$ cat config.mk
export PLATFORM = sky130hd
export DESIGN_NAME = isss_sequencer
export DESIGN_NICKNAME = d
export VERILOG_FILES = /design/src/design/isss_row_timer.v /design/src/design/isss_sequencer.v
export VERILOG_INCLUDE_DIRS = /design/src /design/src/design
export SDC_FILE = /design/constraint.sdc
export NUM_CORES = 1
export LEC_CHECK = 0
export BUFFER_PORTS_ARGS = -buffer_cell sky130_fd_sc_hd__buf_2
export CAP_MARGIN = 0
export CORE_ASPECT_RATIO = 1.4
export CORE_MARGIN = 3
export CORE_UTILIZATION = 50
export CTS_CLUSTER_DIAMETER = 120
export DETAILED_ROUTE_END_ITERATION = 12
export HOLD_SLACK_MARGIN = 0.03
export PLACE_DENSITY = 0.69
export SLEW_MARGIN = 20
export SYNTH_ARGS = -nofsm -noshare
export SYNTH_HDL_FRONTEND = slang
export SYNTH_SLANG_ARGS = --single-unit
$ cat constraint.sdc
create_clock -name clk_in -period 7.73 [get_ports clk_in]
set_input_delay 1.1595 -clock clk_in [delete_from_list [all_inputs] [get_ports clk_in]]
set_output_delay 1.1595 -clock clk_in [all_outputs]
set_load 0.02 [all_outputs]
$ cat src/design/isss_defines.vh
// Register map, reset values and select codes of the in-line stream sequencer
`ifndef ISSS_DEFINES_VH
`define ISSS_DEFINES_VH

`define ISSS_ADDR_W 8
`define ISSS_DATA_W 16

`define ISSS_OFS_MODE 8'h0b
`define ISSS_OFS_EXP_ROWS 8'h0c
`define ISSS_OFS_ROW_LEN 8'h12
`define ISSS_OFS_GLOB_LEN 8'h14
`define ISSS_OFS_WIN_ENA 8'h1c
`define ISSS_OFS_COMMAND 8'h1e
`define ISSS_OFS_TEST_SEL 8'h32
`define ISSS_OFS_UNSAFE_EN 8'h4c
`define ISSS_OFS_STATUS 8'h4d
`define ISSS_OFS_WIN_BASE 8'h20

`define ISSS_MODE_INLINE 3'h4
`define ISSS_RST_MODE 3'h0
`define ISSS_RST_EXP_ROWS 14'h0001
`define ISSS_RST_ROW_LEN 16'h0064
`define ISSS_RST_GLOB_LEN 16'h0096
`define ISSS_RST_WIN_ENA 16'h0001
`define ISSS_RST_WIN_SIZE 14'h0004
`define ISSS_RST_TEST_SEL 16'h0000
`define ISSS_RST_UNSAFE_EN 1'h0

`define ISSS_CMD_HALT 0
`define ISSS_CMD_SOFT_RST 1

`define ISSS_SEL_A_LSB 5
`define ISSS_SEL_B_LSB 10
`define ISSS_SEL_W 5

`define ISSS_SEL_PLL_LOCK 5'h00
`define ISSS_SEL_GLOB 5'h08
`define ISSS_SEL_EXP_S 5'h09
`define ISSS_SEL_EXP_L 5'h0a
`define ISSS_SEL_OB_VALID 5'h0b
`define ISSS_SEL_STAT_VALID 5'h0c
`define ISSS_SEL_FRAME_VALID 5'h0d
`define ISSS_SEL_LINE_VALID 5'h0e
`define ISSS_SEL_UNSAFE_FRAME 5'h18
`define ISSS_SEL_UNSAFE_EXP 5'h19

`define ISSS_CTRL_W 10
`define ISSS_CTRL_LINE_VALID 0
`define ISSS_CTRL_FRAME_VALID 1
`define ISSS_CTRL_GLOB 2
`define ISSS_CTRL_EXPOSING 3
`define ISSS_CTRL_UNSAFE_EXP 8
`define ISSS_CTRL_UNSAFE_FRAME 9

`endif

$ cat src/design/isss_row_timer.v
// Row-period tick generator for the in-line stream sequencer
`timescale 1ns/100ps
`default_nettype none
module isss_row_timer #(
  parameter CNT_W = 16
) (
  input wire clk_in,
  input wire nrst_in,
  input wire restart_in,
  input wire [CNT_W-1:0] row_len_in,
  output reg row_tick_out
);
  reg [CNT_W-1:0] cnt_r;
  wire [CNT_W-1:0] last_w;

  // A zero length is treated as one clock per row
  assign last_w = (row_len_in == {CNT_W{1'b0}}) ? {CNT_W{1'b0}} :
                  row_len_in - {{(CNT_W-1){1'b0}}, 1'b1};

  always @(posedge clk_in or negedge nrst_in) begin
    if (!nrst_in) begin
      cnt_r <= {CNT_W{1'b0}};
      row_tick_out <= 1'b0;
    end else if (restart_in) begin
      // Start at one so the first row after a restart is not a clock longer
      cnt_r <= (last_w == {CNT_W{1'b0}}) ? {CNT_W{1'b0}} : {{(CNT_W-1){1'b0}}, 1'b1};
      row_tick_out <= (last_w == {CNT_W{1'b0}});
    end else if (cnt_r >= last_w) begin
      cnt_r <= {CNT_W{1'b0}};
      row_tick_out <= 1'b1;
    end else begin
      cnt_r <= cnt_r + {{(CNT_W-1){1'b0}}, 1'b1};
      row_tick_out <= 1'b0;
    end
  end
endmodule
`default_nettype wire

$ cat src/design/isss_sequencer.v
// In-line streaming sequencer with unsafe-request status and test pin multiplexer
//
// Overview of operation
// - Mode field value 4 selects in-line streaming instead of the normal sequence.
// - Stream runs until a non-blocking halt command, soft reset or hard reset.
// - Request rising edge enters global sampling at once, no exposure first.
// - Rows per frame is the sum of enabled vertical window sizes.
// - Next frame is exposed while the current frame is being read.
// - Exposure start is placed by exposure rows relative to total rows.
// - Shutter lag applies at both start and end of exposure by default.
// - With shutter lag on, exposure lasts exposure rows times one row period.
// - Exposure time is always a whole number of row periods.
// - All sequencing after the start advances at the row rate set by the row length.
// - Global sampling is padded with idle time to whole row periods.
// - Dual exposure, sync updates, contexts, statistics, dummy rows stay off.
// - Control word bits 8 and 9 are 0 unless the unsafe enable is set.
// - Unsafe flags rise whenever a new request would be invalid or ignored.
// - While streaming, a set unsafe flag means a request now is ignored.
// - Unsafe flags are seen in the control word or on a test pin.
// - Select field A drives test pins one and three, B drives two and four.
// - Codes 0, 8 to 14 pick lock, glob, exposures, OB, stats, frame, line.
// - Code 24 gives unsafe frame flag, code 25 unsafe exposure flag.
// - Glob test indication covers only the program part of global sampling.
`timescale 1ns/100ps
`default_nettype none
`include "isss_defines.vh"
module isss_sequencer #(
  parameter NUM_WIN = 2,
  parameter ROW_W = 14,
  parameter LEN_W = 16
) (
  input wire clk_in,
  input wire nrst_in,
  input wire [`ISSS_ADDR_W-1:0] reg_addr_in,
  input wire [`ISSS_DATA_W-1:0] reg_wdata_in,
  input wire reg_wr_in,
  input wire reg_rd_in,
  input wire exposure_request_in,
  input wire pll_lock_in,
  output reg [`ISSS_DATA_W-1:0] reg_rdata_out,
  output reg [`ISSS_CTRL_W-1:0] control_channel_output_out,
  output reg test_pin_one_out,
  output reg test_pin_two_out,
  output reg test_pin_three_out,
  output reg test_pin_four_out,
  output reg exposing_out
);
  localparam ST_IDLE = 2'h0;
  localparam ST_GLOB = 2'h1;
  localparam ST_READ = 2'h2;
  localparam [15:0] RST_WIN_ENA = `ISSS_RST_WIN_ENA;

  reg [2:0] mode_r;
  reg [ROW_W-1:0] exp_rows_r;
  reg [LEN_W-1:0] row_len_r;
  reg [LEN_W-1:0] glob_len_r;
  reg [NUM_WIN-1:0] win_ena_r;
  reg [ROW_W-1:0] win_size_r [0:NUM_WIN-1];
  reg [`ISSS_DATA_W-1:0] test_sel_r;
  reg unsafe_en_r;
  reg halt_pend_r;
  reg soft_rst_r;

  reg [1:0] state_r;
  reg [1:0] state_nxt;
  reg [ROW_W-1:0] row_cnt_r;
  reg [ROW_W-1:0] row_cnt_nxt;
  reg [LEN_W-1:0] glob_cnt_r;
  reg glob_prog_r;
  reg req_d_r;
  reg exposing_r;
  reg exposing_nxt;

  wire row_tick_w;
  wire req_rise_w;
  wire inline_w;
  wire timer_restart_w;
  wire [ROW_W-1:0] exp_start_w;
  wire [ROW_W-1:0] total_last_w;
  wire streaming_w;
  wire unsafe_frame_w;
  wire unsafe_exp_w;
  wire [`ISSS_SEL_W-1:0] sel_a_w;
  wire [`ISSS_SEL_W-1:0] sel_b_w;
  wire [ROW_W-1:0] win_sum_w [0:NUM_WIN];

  // Total rows read per frame from the enabled windows
  assign win_sum_w[0] = {ROW_W{1'b0}};
  genvar gi;
  generate
    for (gi = 0; gi < NUM_WIN; gi = gi + 1) begin : g_win
      assign win_sum_w[gi+1] = win_sum_w[gi] +
        (win_ena_r[gi] ? win_size_r[gi] : {ROW_W{1'b0}});
    end
  endgenerate

  assign total_last_w = (win_sum_w[NUM_WIN] == {ROW_W{1'b0}}) ? {ROW_W{1'b0}} :
                        win_sum_w[NUM_WIN] - {{(ROW_W-1){1'b0}}, 1'b1};
  // Exposure opens this many rows before the frame ends; zero is held to one
  assign exp_start_w = (exp_rows_r == {ROW_W{1'b0}}) ? total_last_w :
                       win_sum_w[NUM_WIN] - exp_rows_r;

  assign inline_w = (mode_r == `ISSS_MODE_INLINE);
  assign req_rise_w = exposure_request_in & ~req_d_r;
  assign streaming_w = (state_r != ST_IDLE);
  // Any request while streaming or outside in-line mode is disregarded
  assign unsafe_frame_w = streaming_w | ~inline_w | soft_rst_r;
  assign unsafe_exp_w = streaming_w | ~inline_w | soft_rst_r | exposing_r;
  assign timer_restart_w = (state_r == ST_IDLE);
  assign sel_a_w = test_sel_r[`ISSS_SEL_A_LSB +: `ISSS_SEL_W];
  assign sel_b_w = test_sel_r[`ISSS_SEL_B_LSB +: `ISSS_SEL_W];

  isss_row_timer #(
    .CNT_W(LEN_W)
  ) u_row_timer (
    .clk_in(clk_in),
    .nrst_in(nrst_in),
    .restart_in(timer_restart_w),
    .row_len_in(row_len_r),
    .row_tick_out(row_tick_w)
  );

  // Register writes and commands
  integer wi;
  always @(posedge clk_in or negedge nrst_in) begin
    if (!nrst_in) begin
      mode_r <= `ISSS_RST_MODE;
      exp_rows_r <= `ISSS_RST_EXP_ROWS;
      row_len_r <= `ISSS_RST_ROW_LEN;
      glob_len_r <= `ISSS_RST_GLOB_LEN;
      win_ena_r <= RST_WIN_ENA[NUM_WIN-1:0];
      test_sel_r <= `ISSS_RST_TEST_SEL;
      unsafe_en_r <= `ISSS_RST_UNSAFE_EN;
      soft_rst_r <= 1'b0;
      for (wi = 0; wi < NUM_WIN; wi = wi + 1) begin
        win_size_r[wi] <= `ISSS_RST_WIN_SIZE;
      end
    end else begin
      soft_rst_r <= 1'b0;
      if (reg_wr_in) begin
        case (reg_addr_in)
          `ISSS_OFS_MODE: mode_r <= reg_wdata_in[2:0];
          `ISSS_OFS_EXP_ROWS: exp_rows_r <= reg_wdata_in[ROW_W-1:0];
          `ISSS_OFS_ROW_LEN: row_len_r <= reg_wdata_in[LEN_W-1:0];
          `ISSS_OFS_GLOB_LEN: glob_len_r <= reg_wdata_in[LEN_W-1:0];
          `ISSS_OFS_WIN_ENA: win_ena_r <= reg_wdata_in[NUM_WIN-1:0];
          `ISSS_OFS_TEST_SEL: test_sel_r <= reg_wdata_in;
          `ISSS_OFS_UNSAFE_EN: unsafe_en_r <= reg_wdata_in[0];
          `ISSS_OFS_COMMAND: soft_rst_r <= reg_wdata_in[`ISSS_CMD_SOFT_RST];
          default: begin
            for (wi = 0; wi < NUM_WIN; wi = wi + 1) begin
              if (reg_addr_in == `ISSS_OFS_WIN_BASE + wi[`ISSS_ADDR_W-1:0]) begin
                win_size_r[wi] <= reg_wdata_in[ROW_W-1:0];
              end
            end
          end
        endcase
      end
    end
  end

  // Register reads, unmapped offsets return zero
  integer ri;
  always @(posedge clk_in or negedge nrst_in) begin
    if (!nrst_in) begin
      reg_rdata_out <= {`ISSS_DATA_W{1'b0}};
    end else if (reg_rd_in) begin
      reg_rdata_out <= {`ISSS_DATA_W{1'b0}};
      case (reg_addr_in)
        `ISSS_OFS_MODE: reg_rdata_out[2:0] <= mode_r;
        `ISSS_OFS_EXP_ROWS: reg_rdata_out[ROW_W-1:0] <= exp_rows_r;
        `ISSS_OFS_ROW_LEN: reg_rdata_out[LEN_W-1:0] <= row_len_r;
        `ISSS_OFS_GLOB_LEN: reg_rdata_out[LEN_W-1:0] <= glob_len_r;
        `ISSS_OFS_WIN_ENA: reg_rdata_out[NUM_WIN-1:0] <= win_ena_r;
        `ISSS_OFS_TEST_SEL: reg_rdata_out <= test_sel_r;
        `ISSS_OFS_UNSAFE_EN: reg_rdata_out[0] <= unsafe_en_r;
        `ISSS_OFS_STATUS: begin
          reg_rdata_out[1:0] <= state_r;
          reg_rdata_out[2] <= exposing_r;
          reg_rdata_out[3] <= unsafe_frame_w;
          reg_rdata_out[4] <= unsafe_exp_w;
          reg_rdata_out[5] <= halt_pend_r;
        end
        default: begin
          for (ri = 0; ri < NUM_WIN; ri = ri + 1) begin
            if (reg_addr_in == `ISSS_OFS_WIN_BASE + ri[`ISSS_ADDR_W-1:0]) begin
              reg_rdata_out[ROW_W-1:0] <= win_size_r[ri];
            end
          end
        end
      endcase
    end
  end

  // Halt is non-blocking: the running frame is finished first
  always @(posedge clk_in or negedge nrst_in) begin
    if (!nrst_in) begin
      halt_pend_r <= 1'b0;
    end else if (soft_rst_r || state_r == ST_IDLE) begin
      halt_pend_r <= 1'b0;
    end else if (reg_wr_in && reg_addr_in == `ISSS_OFS_COMMAND &&
                 reg_wdata_in[`ISSS_CMD_HALT]) begin
      halt_pend_r <= 1'b1;
    end
  end

  // Sequencer next state, advancing only on row ticks except the start
  always @* begin
    state_nxt = state_r;
    row_cnt_nxt = row_cnt_r;
    exposing_nxt = exposing_r;
    case (state_r)
      ST_IDLE: begin
        exposing_nxt = 1'b0;
        row_cnt_nxt = {ROW_W{1'b0}};
        if (req_rise_w && inline_w) begin
          state_nxt = ST_GLOB;
        end
      end
      ST_GLOB: begin
        // Program done and row boundary reached ends the padded phase
        if (row_tick_w && !glob_prog_r) begin
          state_nxt = ST_READ;
          row_cnt_nxt = {ROW_W{1'b0}};
          exposing_nxt = (exp_start_w == {ROW_W{1'b0}});
        end
      end
      ST_READ: begin
        if (row_tick_w) begin
          if (row_cnt_r >= total_last_w) begin
            // Exposure closes as global sampling begins
            exposing_nxt = 1'b0;
            row_cnt_nxt = {ROW_W{1'b0}};
            state_nxt = halt_pend_r ? ST_IDLE : ST_GLOB;
          end else begin
            row_cnt_nxt = row_cnt_r + {{(ROW_W-1){1'b0}}, 1'b1};
            if (row_cnt_nxt == exp_start_w && !halt_pend_r) begin
              exposing_nxt = 1'b1;
            end
          end
        end
      end
      default: begin
        state_nxt = ST_IDLE;
      end
    endcase
  end

  always @(posedge clk_in or negedge nrst_in) begin
    if (!nrst_in) begin
      state_r <= ST_IDLE;
      row_cnt_r <= {ROW_W{1'b0}};
      exposing_r <= 1'b0;
      req_d_r <= 1'b0;
    end else if (soft_rst_r) begin
      state_r <= ST_IDLE;
      row_cnt_r <= {ROW_W{1'b0}};
      exposing_r <= 1'b0;
      req_d_r <= exposure_request_in;
    end else begin
      state_r <= state_nxt;
      row_cnt_r <= row_cnt_nxt;
      exposing_r <= exposing_nxt;
      req_d_r <= exposure_request_in;
    end
  end

  // Word-generator program run inside global sampling
  always @(posedge clk_in or negedge nrst_in) begin
    if (!nrst_in) begin
      glob_cnt_r <= {LEN_W{1'b0}};
      glob_prog_r <= 1'b0;
    end else if (state_r != ST_GLOB && state_nxt == ST_GLOB && !soft_rst_r) begin
      glob_cnt_r <= glob_len_r;
      glob_prog_r <= (glob_len_r != {LEN_W{1'b0}});
    end else if (glob_prog_r) begin
      glob_cnt_r <= glob_cnt_r - {{(LEN_W-1){1'b0}}, 1'b1};
      if (glob_cnt_r <= {{(LEN_W-1){1'b0}}, 1'b1}) begin
        glob_prog_r <= 1'b0;
      end
    end
  end

  // Test pin source for one select code
  function mux_sel;
    input [`ISSS_SEL_W-1:0] sel;
    input [1:0] st;
    input prog;
    input expo;
    input lock;
    input uf;
    input ue;
    begin
      case (sel)
        `ISSS_SEL_PLL_LOCK: mux_sel = lock;
        `ISSS_SEL_GLOB: mux_sel = (st == ST_GLOB) & prog;
        `ISSS_SEL_EXP_S: mux_sel = expo;
        `ISSS_SEL_EXP_L: mux_sel = expo;
        `ISSS_SEL_OB_VALID: mux_sel = (st == ST_READ);
        `ISSS_SEL_STAT_VALID: mux_sel = 1'b0;
        `ISSS_SEL_FRAME_VALID: mux_sel = (st == ST_READ);
        `ISSS_SEL_LINE_VALID: mux_sel = (st == ST_READ);
        `ISSS_SEL_UNSAFE_FRAME: mux_sel = uf;
        `ISSS_SEL_UNSAFE_EXP: mux_sel = ue;
        default: mux_sel = 1'b0;
      endcase
    end
  endfunction

  // Registered outputs: control word, test pins, exposure status
  always @(posedge clk_in or negedge nrst_in) begin
    if (!nrst_in) begin
      control_channel_output_out <= {`ISSS_CTRL_W{1'b0}};
      test_pin_one_out <= 1'b0;
      test_pin_two_out <= 1'b0;
      test_pin_three_out <= 1'b0;
      test_pin_four_out <= 1'b0;
      exposing_out <= 1'b0;
    end else begin
      control_channel_output_out <= {`ISSS_CTRL_W{1'b0}};
      control_channel_output_out[`ISSS_CTRL_LINE_VALID] <= (state_r == ST_READ);
      control_channel_output_out[`ISSS_CTRL_FRAME_VALID] <= (state_r == ST_READ);
      control_channel_output_out[`ISSS_CTRL_GLOB] <= (state_r == ST_GLOB);
      control_channel_output_out[`ISSS_CTRL_EXPOSING] <= exposing_r;
      control_channel_output_out[`ISSS_CTRL_UNSAFE_EXP] <= unsafe_en_r & unsafe_exp_w;
      control_channel_output_out[`ISSS_CTRL_UNSAFE_FRAME] <= unsafe_en_r & unsafe_frame_w;
      test_pin_one_out <= mux_sel(sel_a_w, state_r, glob_prog_r, exposing_r, pll_lock_in,
                                  unsafe_frame_w, unsafe_exp_w);
      test_pin_three_out <= mux_sel(sel_a_w, state_r, glob_prog_r, exposing_r, pll_lock_in,
                                    unsafe_frame_w, unsafe_exp_w);
      test_pin_two_out <= mux_sel(sel_b_w, state_r, glob_prog_r, exposing_r, pll_lock_in,
                                  unsafe_frame_w, unsafe_exp_w);
      test_pin_four_out <= mux_sel(sel_b_w, state_r, glob_prog_r, exposing_r, pll_lock_in,
                                   unsafe_frame_w, unsafe_exp_w);
      exposing_out <= exposing_r;
    end
  end
endmodule
`default_nettype wire

Yosys cells after proc, flatten, opt, wreduce, memory -nomap -nowiden
Index checks and enable logic that the tools add are counted.
{"block": "word_totals", "latchBits": 0, "n_memories": 0, "inputBits": 30, "regBits": 175, "output_inout_bits": 31, "mem_bits_rw": 0, "rom_bits": 0}
{"block": "op_classes", "magnitude_cmp": 3, "mux": 47, "eq_ne": 36, "div": 0, "shift": 0, "add_sub_neg": 7, "bitwise_logic": 10, "reduce_logical": 43, "n_mul": 0}
{"cell": "14-bit two-way mux", "count": 10}
{"cell": "16-bit two-way mux", "count": 5}
{"cell": "5-bit by 4-bit equality test with 1-bit output (second input constant)", "count": 12}
{"cell": "14-bit logical NOT", "count": 3}
{"cell": "14-bit case mux with 3 select lines", "count": 1}
{"cell": "8-bit case mux with 5 select lines", "count": 1}
{"cell": "8-bit by 5-bit equality test with 1-bit output (second input constant)", "count": 4}
{"cell": "16-bit logical NOT", "count": 2}
{"cell": "16-bit by 1-bit subtractor with 16-bit output (second input constant)", "count": 2}
{"cell": "8-bit by 6-bit equality test with 1-bit output (second input constant)", "count": 3}
{"cell": "5-bit equality test (second input constant)", "count": 4}
{"cell": "3-bit case mux with 6 select lines", "count": 1}
{"cell": "16-bit by 1-bit adder with 16-bit output (second input constant)", "count": 1}
{"cell": "8-bit by 4-bit equality test with 1-bit output (second input constant)", "count": 2}
{"cell": "8-bit by 7-bit equality test with 1-bit output (second input constant)", "count": 2}
{"cell": "16-bit >= comparator", "count": 1}
{"cell": "16-bit by 1-bit <= comparator with 1-bit output (second input constant)", "count": 1}
{"cell": "1-bit two-way mux", "count": 16}
{"cell": "1-bit case mux with 8 select lines", "count": 2}
{"cell": "16-bit nonzero test", "count": 1}
{"cell": "14-bit by 1-bit adder with 14-bit output (second input constant)", "count": 1}
{"cell": "14-bit adder", "count": 1}
{"cell": "14-bit equality test", "count": 1}
{"cell": "14-bit >= comparator", "count": 1}
{"cell": "31 further kinds", "count": 68}

Logic depth before layout (Yosys ltp)
{"block": "logic_depth", "ltp_word": 12, "mapped_depth": 29}

Modules after synthesis
A second synthesis with hierarchy kept.
{"block": "hier_totals", "cells_unflattened": 1268, "area_unflattened_um2": 12239.2}
{"module": "isss_sequencer", "area_per_inst_um2": 10593.9, "instances": 1, "cells_each": 1068, "seq_area_each_um2": 3917.5}
{"module": "isss_row_timer", "area_per_inst_um2": 1645.3, "instances": 1, "cells_each": 200, "seq_area_each_um2": 425.4}

Worst setup path before layout
Ideal clock, no wire load.
{"block": "synth_path", "kind": "reg2reg", "startpoint": "register win_ena_r[0]", "endpoint": "register glob_cnt_r[10]", "synth_period_minus_slack_ns": 5.922, "n_path_buf": 4, "setup_time_ns": 0.125, "path_stages_with_launch": 29, "arrival_time_ns": 5.797, "setup_slack_ns": 1.808, "path_cell_list": "dfstp_2 -> clkbuf_1 -> and2_1 -> ha_1 -> inv_1 -> fa_1 -> nand2b_1 -> a211oi_4 -> o21ai_1 -> xnor2_2 -> nor3_2 -> nand4b_2 -> buf_4 -> clkbuf_1 -> nand2_1 -> ha_1 -> a21o_1 -> a21oi_1 -> nor2b_1 -> o211ai_1 -> a21o_1 -> nand4_1 -> nand4_1 -> mux2i_1 -> a31o_2 -> nand2_1 -> nor2_1 -> clkbuf_1 -> mux2_2"}
{"block": "synth_via", "elab_chain_len": 12, "elab_cells_between_ends": 14, "classes_between": "2 x add/sub; 1 x order compare; 1 x eq/ne; 6 x mux; 4 x reduce/logical"}
{"element": "from (decl)", "line_no": "isss_sequencer.v:57", "rtl": "reg [NUM_WIN-1:0] win_ena_r;"}
{"element": "from (signal assigned)", "line_no": "isss_sequencer.v:131", "rtl": "win_ena_r <= RST_WIN_ENA[NUM_WIN-1:0];"}
{"element": "from (signal assigned)", "line_no": "isss_sequencer.v:146", "rtl": "`ISSS_OFS_WIN_ENA: win_ena_r <= reg_wdata_in[NUM_WIN-1:0];"}
{"element": "14-bit two-way mux (*)", "line_no": "isss_sequencer.v:93", "rtl": "(win_ena_r[gi] ? win_size_r[gi] : {ROW_W{1'b0}});"}
{"element": "14-bit adder (*)", "line_no": "isss_sequencer.v:92", "rtl": "assign win_sum_w[gi+1] = win_sum_w[gi] +"}
{"element": "14-bit by 1-bit subtractor with 14-bit output / 14-bit logical NOT (equally long branches)", "line_no": "isss_sequencer.v:98, isss_sequencer.v:97"}
{"element": "14-bit two-way mux (*)", "line_no": "isss_sequencer.v:97", "rtl": "assign total_last_w = (win_sum_w[NUM_WIN] == {ROW_W{1'b0}}) ? {ROW_W{1'b0}} :"}
{"element": "14-bit >= comparator (*)", "line_no": "isss_sequencer.v:230", "rtl": "if (row_cnt_r >= total_last_w) begin"}
{"element": "2-bit two-way mux (*)", "line_no": "isss_sequencer.v:230"}
{"element": "2-bit two-way mux (*)", "line_no": "isss_sequencer.v:229", "rtl": "if (row_tick_w) begin"}
{"element": "2-bit case mux with 3 select lines (*)", "line_no": "isss_sequencer.v:212", "rtl": "case (state_r)"}
{"element": "2-bit by 1-bit equality test with 1-bit output (*)", "line_no": "isss_sequencer.v:273", "rtl": "end else if (state_r != ST_GLOB && state_nxt == ST_GLOB && !soft_rst_r) begin"}
{"element": "1-bit logical AND (*) (2 in series)", "line_no": "isss_sequencer.v:273"}
{"element": "16-bit two-way mux / 2-bit nonzero test (equally long branches)"}
{"element": "to (signal assigned)", "line_no": "isss_sequencer.v:271", "rtl": "glob_cnt_r <= {LEN_W{1'b0}};"}
{"element": "to (signal assigned)", "line_no": "isss_sequencer.v:274", "rtl": "glob_cnt_r <= glob_len_r;"}
{"element": "to (signal assigned)", "line_no": "isss_sequencer.v:277", "rtl": "glob_cnt_r <= glob_cnt_r - {{(LEN_W-1){1'b0}}, 1'b1};"}
{"element": "to (decl)", "line_no": "isss_sequencer.v:68", "rtl": "reg [LEN_W-1:0] glob_cnt_r;"}
Mark *: on every way between the ends. The rest lies on a longest branch, timed or not.
A chain may end at the register's enable or synchronous reset.

Worst setup path in the final report
{"block": "layout_path", "startpoint": "register win_ena_r[0]", "endpoint": "register glob_cnt_r[0]"}
Same word-level chain as after synthesis.

==> out/metrics.csv <==
stage,metric,value,unit
floorplanning,initial cell density of the core,51.22,%
clocking,number of buffers created by CTS,17,
sta,unrepaired setup endpoints after global routing,no,
drt,overall via count from detail_route,9766,
power_and_ir_drop,sw frac,34.40,%
global_route,number of global-route vias before repair,9656,
floorplanning,Die X-Extent,137,um
floorplanning,number of rows created at floorplan,66,
floorplanning,Ports,61,
critical_path,register-to-register path setup slack,1.63,ns
clocking,CTS tree,built,
hold_path,WHS Endpoint,reg_rdata_out[1],
synth,most frequent cells after synthesis,"sky130_fd_sc_hd__dfrtp_1, sky130_fd_sc_hd__mux2_2, sky130_fd_sc_hd__nand2_1",
global_route,global routing usage on met3,3.349,%
power_and_ir_drop,net load switching power,1012,uW
critical_path,Worst Setup Start Kind,flip-flop,
floorplanning,Die Footprint,25950,sq um
clocking,"Clk Latency, worst-skew pair",0.44,ns
finish,filler cell count in the final layout,2094,
sta,Layout Skew,0.008415,ns
sta,Period minus WS final,6.097,ns
sta,Fin. Hold Viols,0,
power_and_ir_drop,Leakage,0.006079,uW
power_and_ir_drop,part of the total power dissipated in combinational logic,31.3,%
finish,Layout Area Growth over Synthesis,9.228,%
critical_path,FF-to-FF End,glob_cnt_r[0],
finish,layout cells sized above 1,21.20,%
placed_design,Post-Place Setup Slack,1.688,ns
critical_path,worst endpoint data arrival time,6.41,ns
sta,maximum clock rate,0.1640,GHz
global_route,global route overflow,0,
synth,most common cell in the synthesized netlist,sky130_fd_sc_hd__dfrtp_1,
placed_design,number of buffers added on ports,56,
finish,antenna fix cells,0,
power_and_ir_drop,power per cell area,224.2,nW/um^2
power_and_ir_drop,Flop pwr share,37.2,%
clocking,deepest level of the CTS H-tree,4,
synth,"Distinct cells, synth",90,
critical_path,CP max FO,25,
hold_path,number of stages on the worst hold path,1,
critical_path,CP max-delay cell,sky130_fd_sc_hd__dfstp_2,
synth,area fraction of the dominant cell type after synthesis,33.75,%
finish,final core area utilization,55.95,%
sta,final number of max-transition violations,0,
global_route,first-pass GRT wire length,54310,um
drt,first-pass iteration count of the detailed router,8,
synth,async set-or-reset flop fraction in the synthesized netlist,100.0,%
synth,top cells by area in the synthesized netlist,"sky130_fd_sc_hd__dfrtp_1, sky130_fd_sc_hd__mux2_2, sky130_fd_sc_hd__ha_1",
critical_path,required time at the endpoint of the critical path,8.05,ns
critical_path,cell count of the worst reg-to-reg path,25,
floorplanning,chip height,189.4,um
global_route,maximum number of pins on one net before global-route repair,100,
floorplanning,Core Box Area,23450,sq um
drt,routed wire length,34240,um
clocking,total setup buffers inserted after CTS,0,
drt,count of unresolved DRC violations after routing,0,
placed_design,gp weighted congestion,0.9824,
sta,Setup Total Neg Slack,0,ns
critical_path,startpoint of the worst register-to-register path,win_ena_r[0],
hold_path,Tightest Hold Check Type,flip-flop to flip-flop,
clocking,total of hold buffers inserted after clock tree synthesis,0,
synth,most instantiated flip-flop cell in the synthesis netlist,sky130_fd_sc_hd__dfrtp_1,
drt,ANT nets after route,0,
synth,flip-flop and latch count after synthesis,173,
drt,DRT iter0 DRCs,790,
clocking,Clock Path Buffers,2,
synth,Post-Syn Instances,1237,
placed_design,Post-DP HPWL,26020,um
clocking,"Gates resized, CTS repair",0,
synth,post-synthesis area per instance,9.711,sq um
status,run status,finished clean,
finish,number of nets in the final layout,1351,
critical_path,sort of element at the end of the critical path,flip-flop,
clocking,post-CTS clock slew at the launch and capture registers of the worst setup and hold paths,0.07,ns
global_route,Global Route met1 Usage,32.39,%
sta,worst slew slack as a fraction of its limit,23.73,%
synth,proportion of synthesized chip area in sequential cells,36.15,%
critical_path,CP Class,flip-flop to flip-flop,
global_route,overall fraction of global-route tracks in use,27.05,%
synth,post-synth top area cell,sky130_fd_sc_hd__dfrtp_1,
power_and_ir_drop,total internal power,1930,uW
clocking,CTS Root Cell,sky130_fd_sc_hd__clkbuf_16,
clocking,clock net sink count,173,
global_route,initial antenna violation count,0,
sta,transition at the pin with the smallest max-transition slack,1.138,ns
sta,endpoints failing setup,0,
power_and_ir_drop,largest vdd supply drop,0.1615,mV
synth,Post-synth EDFFs,0,
sta,post-route worst setup slack,1.633,ns
drt,average detailed-routed wire length per instance,21.74,um
job,# Max-Cap Violations,0,
drt,post-detailed-route via-to-cell ratio,6.201,
global_route,Global Route met2 Usage,47.03,%
sta,ratio of final minimum period to clock period,78.87,%
hold_path,hold wc startpoint,reg_rdata_out[1],
global_route,layer with the highest usage,met2,
power_and_ir_drop,fraction of power consumed by the clock network,31.5,%
synth,area of the mapped netlist,12010,sq um
critical_path,slowest cell delay on critical path,0.65,ns
power_and_ir_drop,overall power consumption,2941,uW
synth,Syn. warnings,0,
==> cells by family after synthesis <==
kind of cell / Yosys count / share of synthesized area (%)
and+or+nand+nor: 404 / 17.62
muxes: 137 / 12.77
buffers and inverters: 108 / 3.906
other: 1 / 0.03122
AOI/OAI and AO/OA: 252 / 15.19
xor gates and xnor gates: 92 / 7.010
DFF: 173 / 36.15
adders and majority gates: 70 / 7.322
==> worst max-delay path, delay by kind of cell (launching register included) <==
| kind | cells | cell delay (ns) |
|---|---|---|
| AO/OA/AOI/OAI | 8 | 1.60 |
| flip-flops | 1 | 0.65 |
| AND/OR/NAND/NOR | 10 | 1.94 |
| adder cells (fa/ha/maj) | 3 | 0.88 |
| multiplexers | 2 | 0.58 |
| buffers and inverters | 2 | 0.34 |
==> routing by layer <==
layer | vias up | part of all wire [%]
met5 | - | 0
met4 | 0 | 5.1
met3 | 87 | 3.4
met2 | 282 | 52
met1 | 4824 | 40
li1 | 4573 | -
==> power by group through the flow <==
| stage | clock network, uW | registers, uW | logic [uW] |
|---|---|---|---|
| 2_1_floorplan | 0 | 1080 | 700 |
| 3_3_place_gp | 0 | 1100 | 898 |
| 3_5_place_dp | 0 | 1110 | 912 |
| 4_1_cts | 938 | 1090 | 919 |
| 5_1_grt | 974 | 1110 | 1020 |
| 6_report | 926 | 1100 | 920 |
==> worst max-delay path by stage <==
stage          slack [ns]  cells after the start    startpoint              to
3_5_place_dp         1.69                     25  win_ena_r[0]   glob_cnt_r[0]
5_1_grt              1.15                     25  win_ena_r[0]   glob_cnt_r[7]
2_1_floorplan        1.81                     28  win_ena_r[0]  glob_cnt_r[10]
4_1_cts              1.65                     25  win_ena_r[0]   glob_cnt_r[0]
3_3_place_gp         1.87                     25  win_ena_r[0]  glob_cnt_r[10]
6_report             1.63                     25  win_ena_r[0]   glob_cnt_r[0]
==> metrics by stage <==
step           area (sq um)  std cells  hold slack [ns]
2_1_floorplan         12020       1240           0.4777
6_report              13120       1575           0.5060
5_1_grt               13120       1575           0.5306
4_1_cts               13110       1575           0.5090
3_3_place_gp          12480       1543           0.4881
3_5_place_dp          12480       1543           0.4939
==> state kept, by name (all words and copies together) (netlist names), 2 cells and up <==
signal                      cells
state_r                         2
u_row_timer.cnt_r              16
glob_cnt_r                     16
row_len_r                      16
reg_rdata_out                  16
win_ena_r                       2
exp_rows_r                     14
row_cnt_r                      14
glob_len_r                     16
win_size_r                     28
mode_r                          3
test_sel_r                     16
control_channel_output_out      5
==> cell usage in the layout (no fill, tap or decap), types with 28 or more instances in the layout <==
| cell type | instances |
|---|---|
| sky130_fd_sc_hd__nor2_1 | 80 |
| sky130_fd_sc_hd__o21ai_0 | 45 |
| sky130_fd_sc_hd__xnor2_1 | 42 |
| sky130_fd_sc_hd__nor3_1 | 28 |
| sky130_fd_sc_hd__and2_1 | 34 |
| sky130_fd_sc_hd__a21oi_1 | 46 |
| sky130_fd_sc_hd__xor2_1 | 46 |
| sky130_fd_sc_hd__nand2_1 | 100 |
| sky130_fd_sc_hd__mux2_2 | 126 |
| sky130_fd_sc_hd__nand3_1 | 40 |
| sky130_fd_sc_hd__buf_2 | 55 |
| sky130_fd_sc_hd__inv_1 | 41 |
| sky130_fd_sc_hd__dfrtp_1 | 162 |
| sky130_fd_sc_hd__ha_1 | 63 |
==> layout make-up <==
cell class | count | area [sq um] | area share [%]
Timing Repair Buffer | 64 | 346.6 | 2.641
Tap cell | 306 | 382.9 | 2.918
Clock buffer | 19 | 442.9 | 3.376
Inverter | 41 | 153.9 | 1.173
Sequential cell | 173 | 4343 | 33.10
Clock inverter | 13 | 187.7 | 1.430
Multi-Input combinational cell | 959 | 7264 | 55.36
Note: power is estimated with default switching activity, not from simulation.
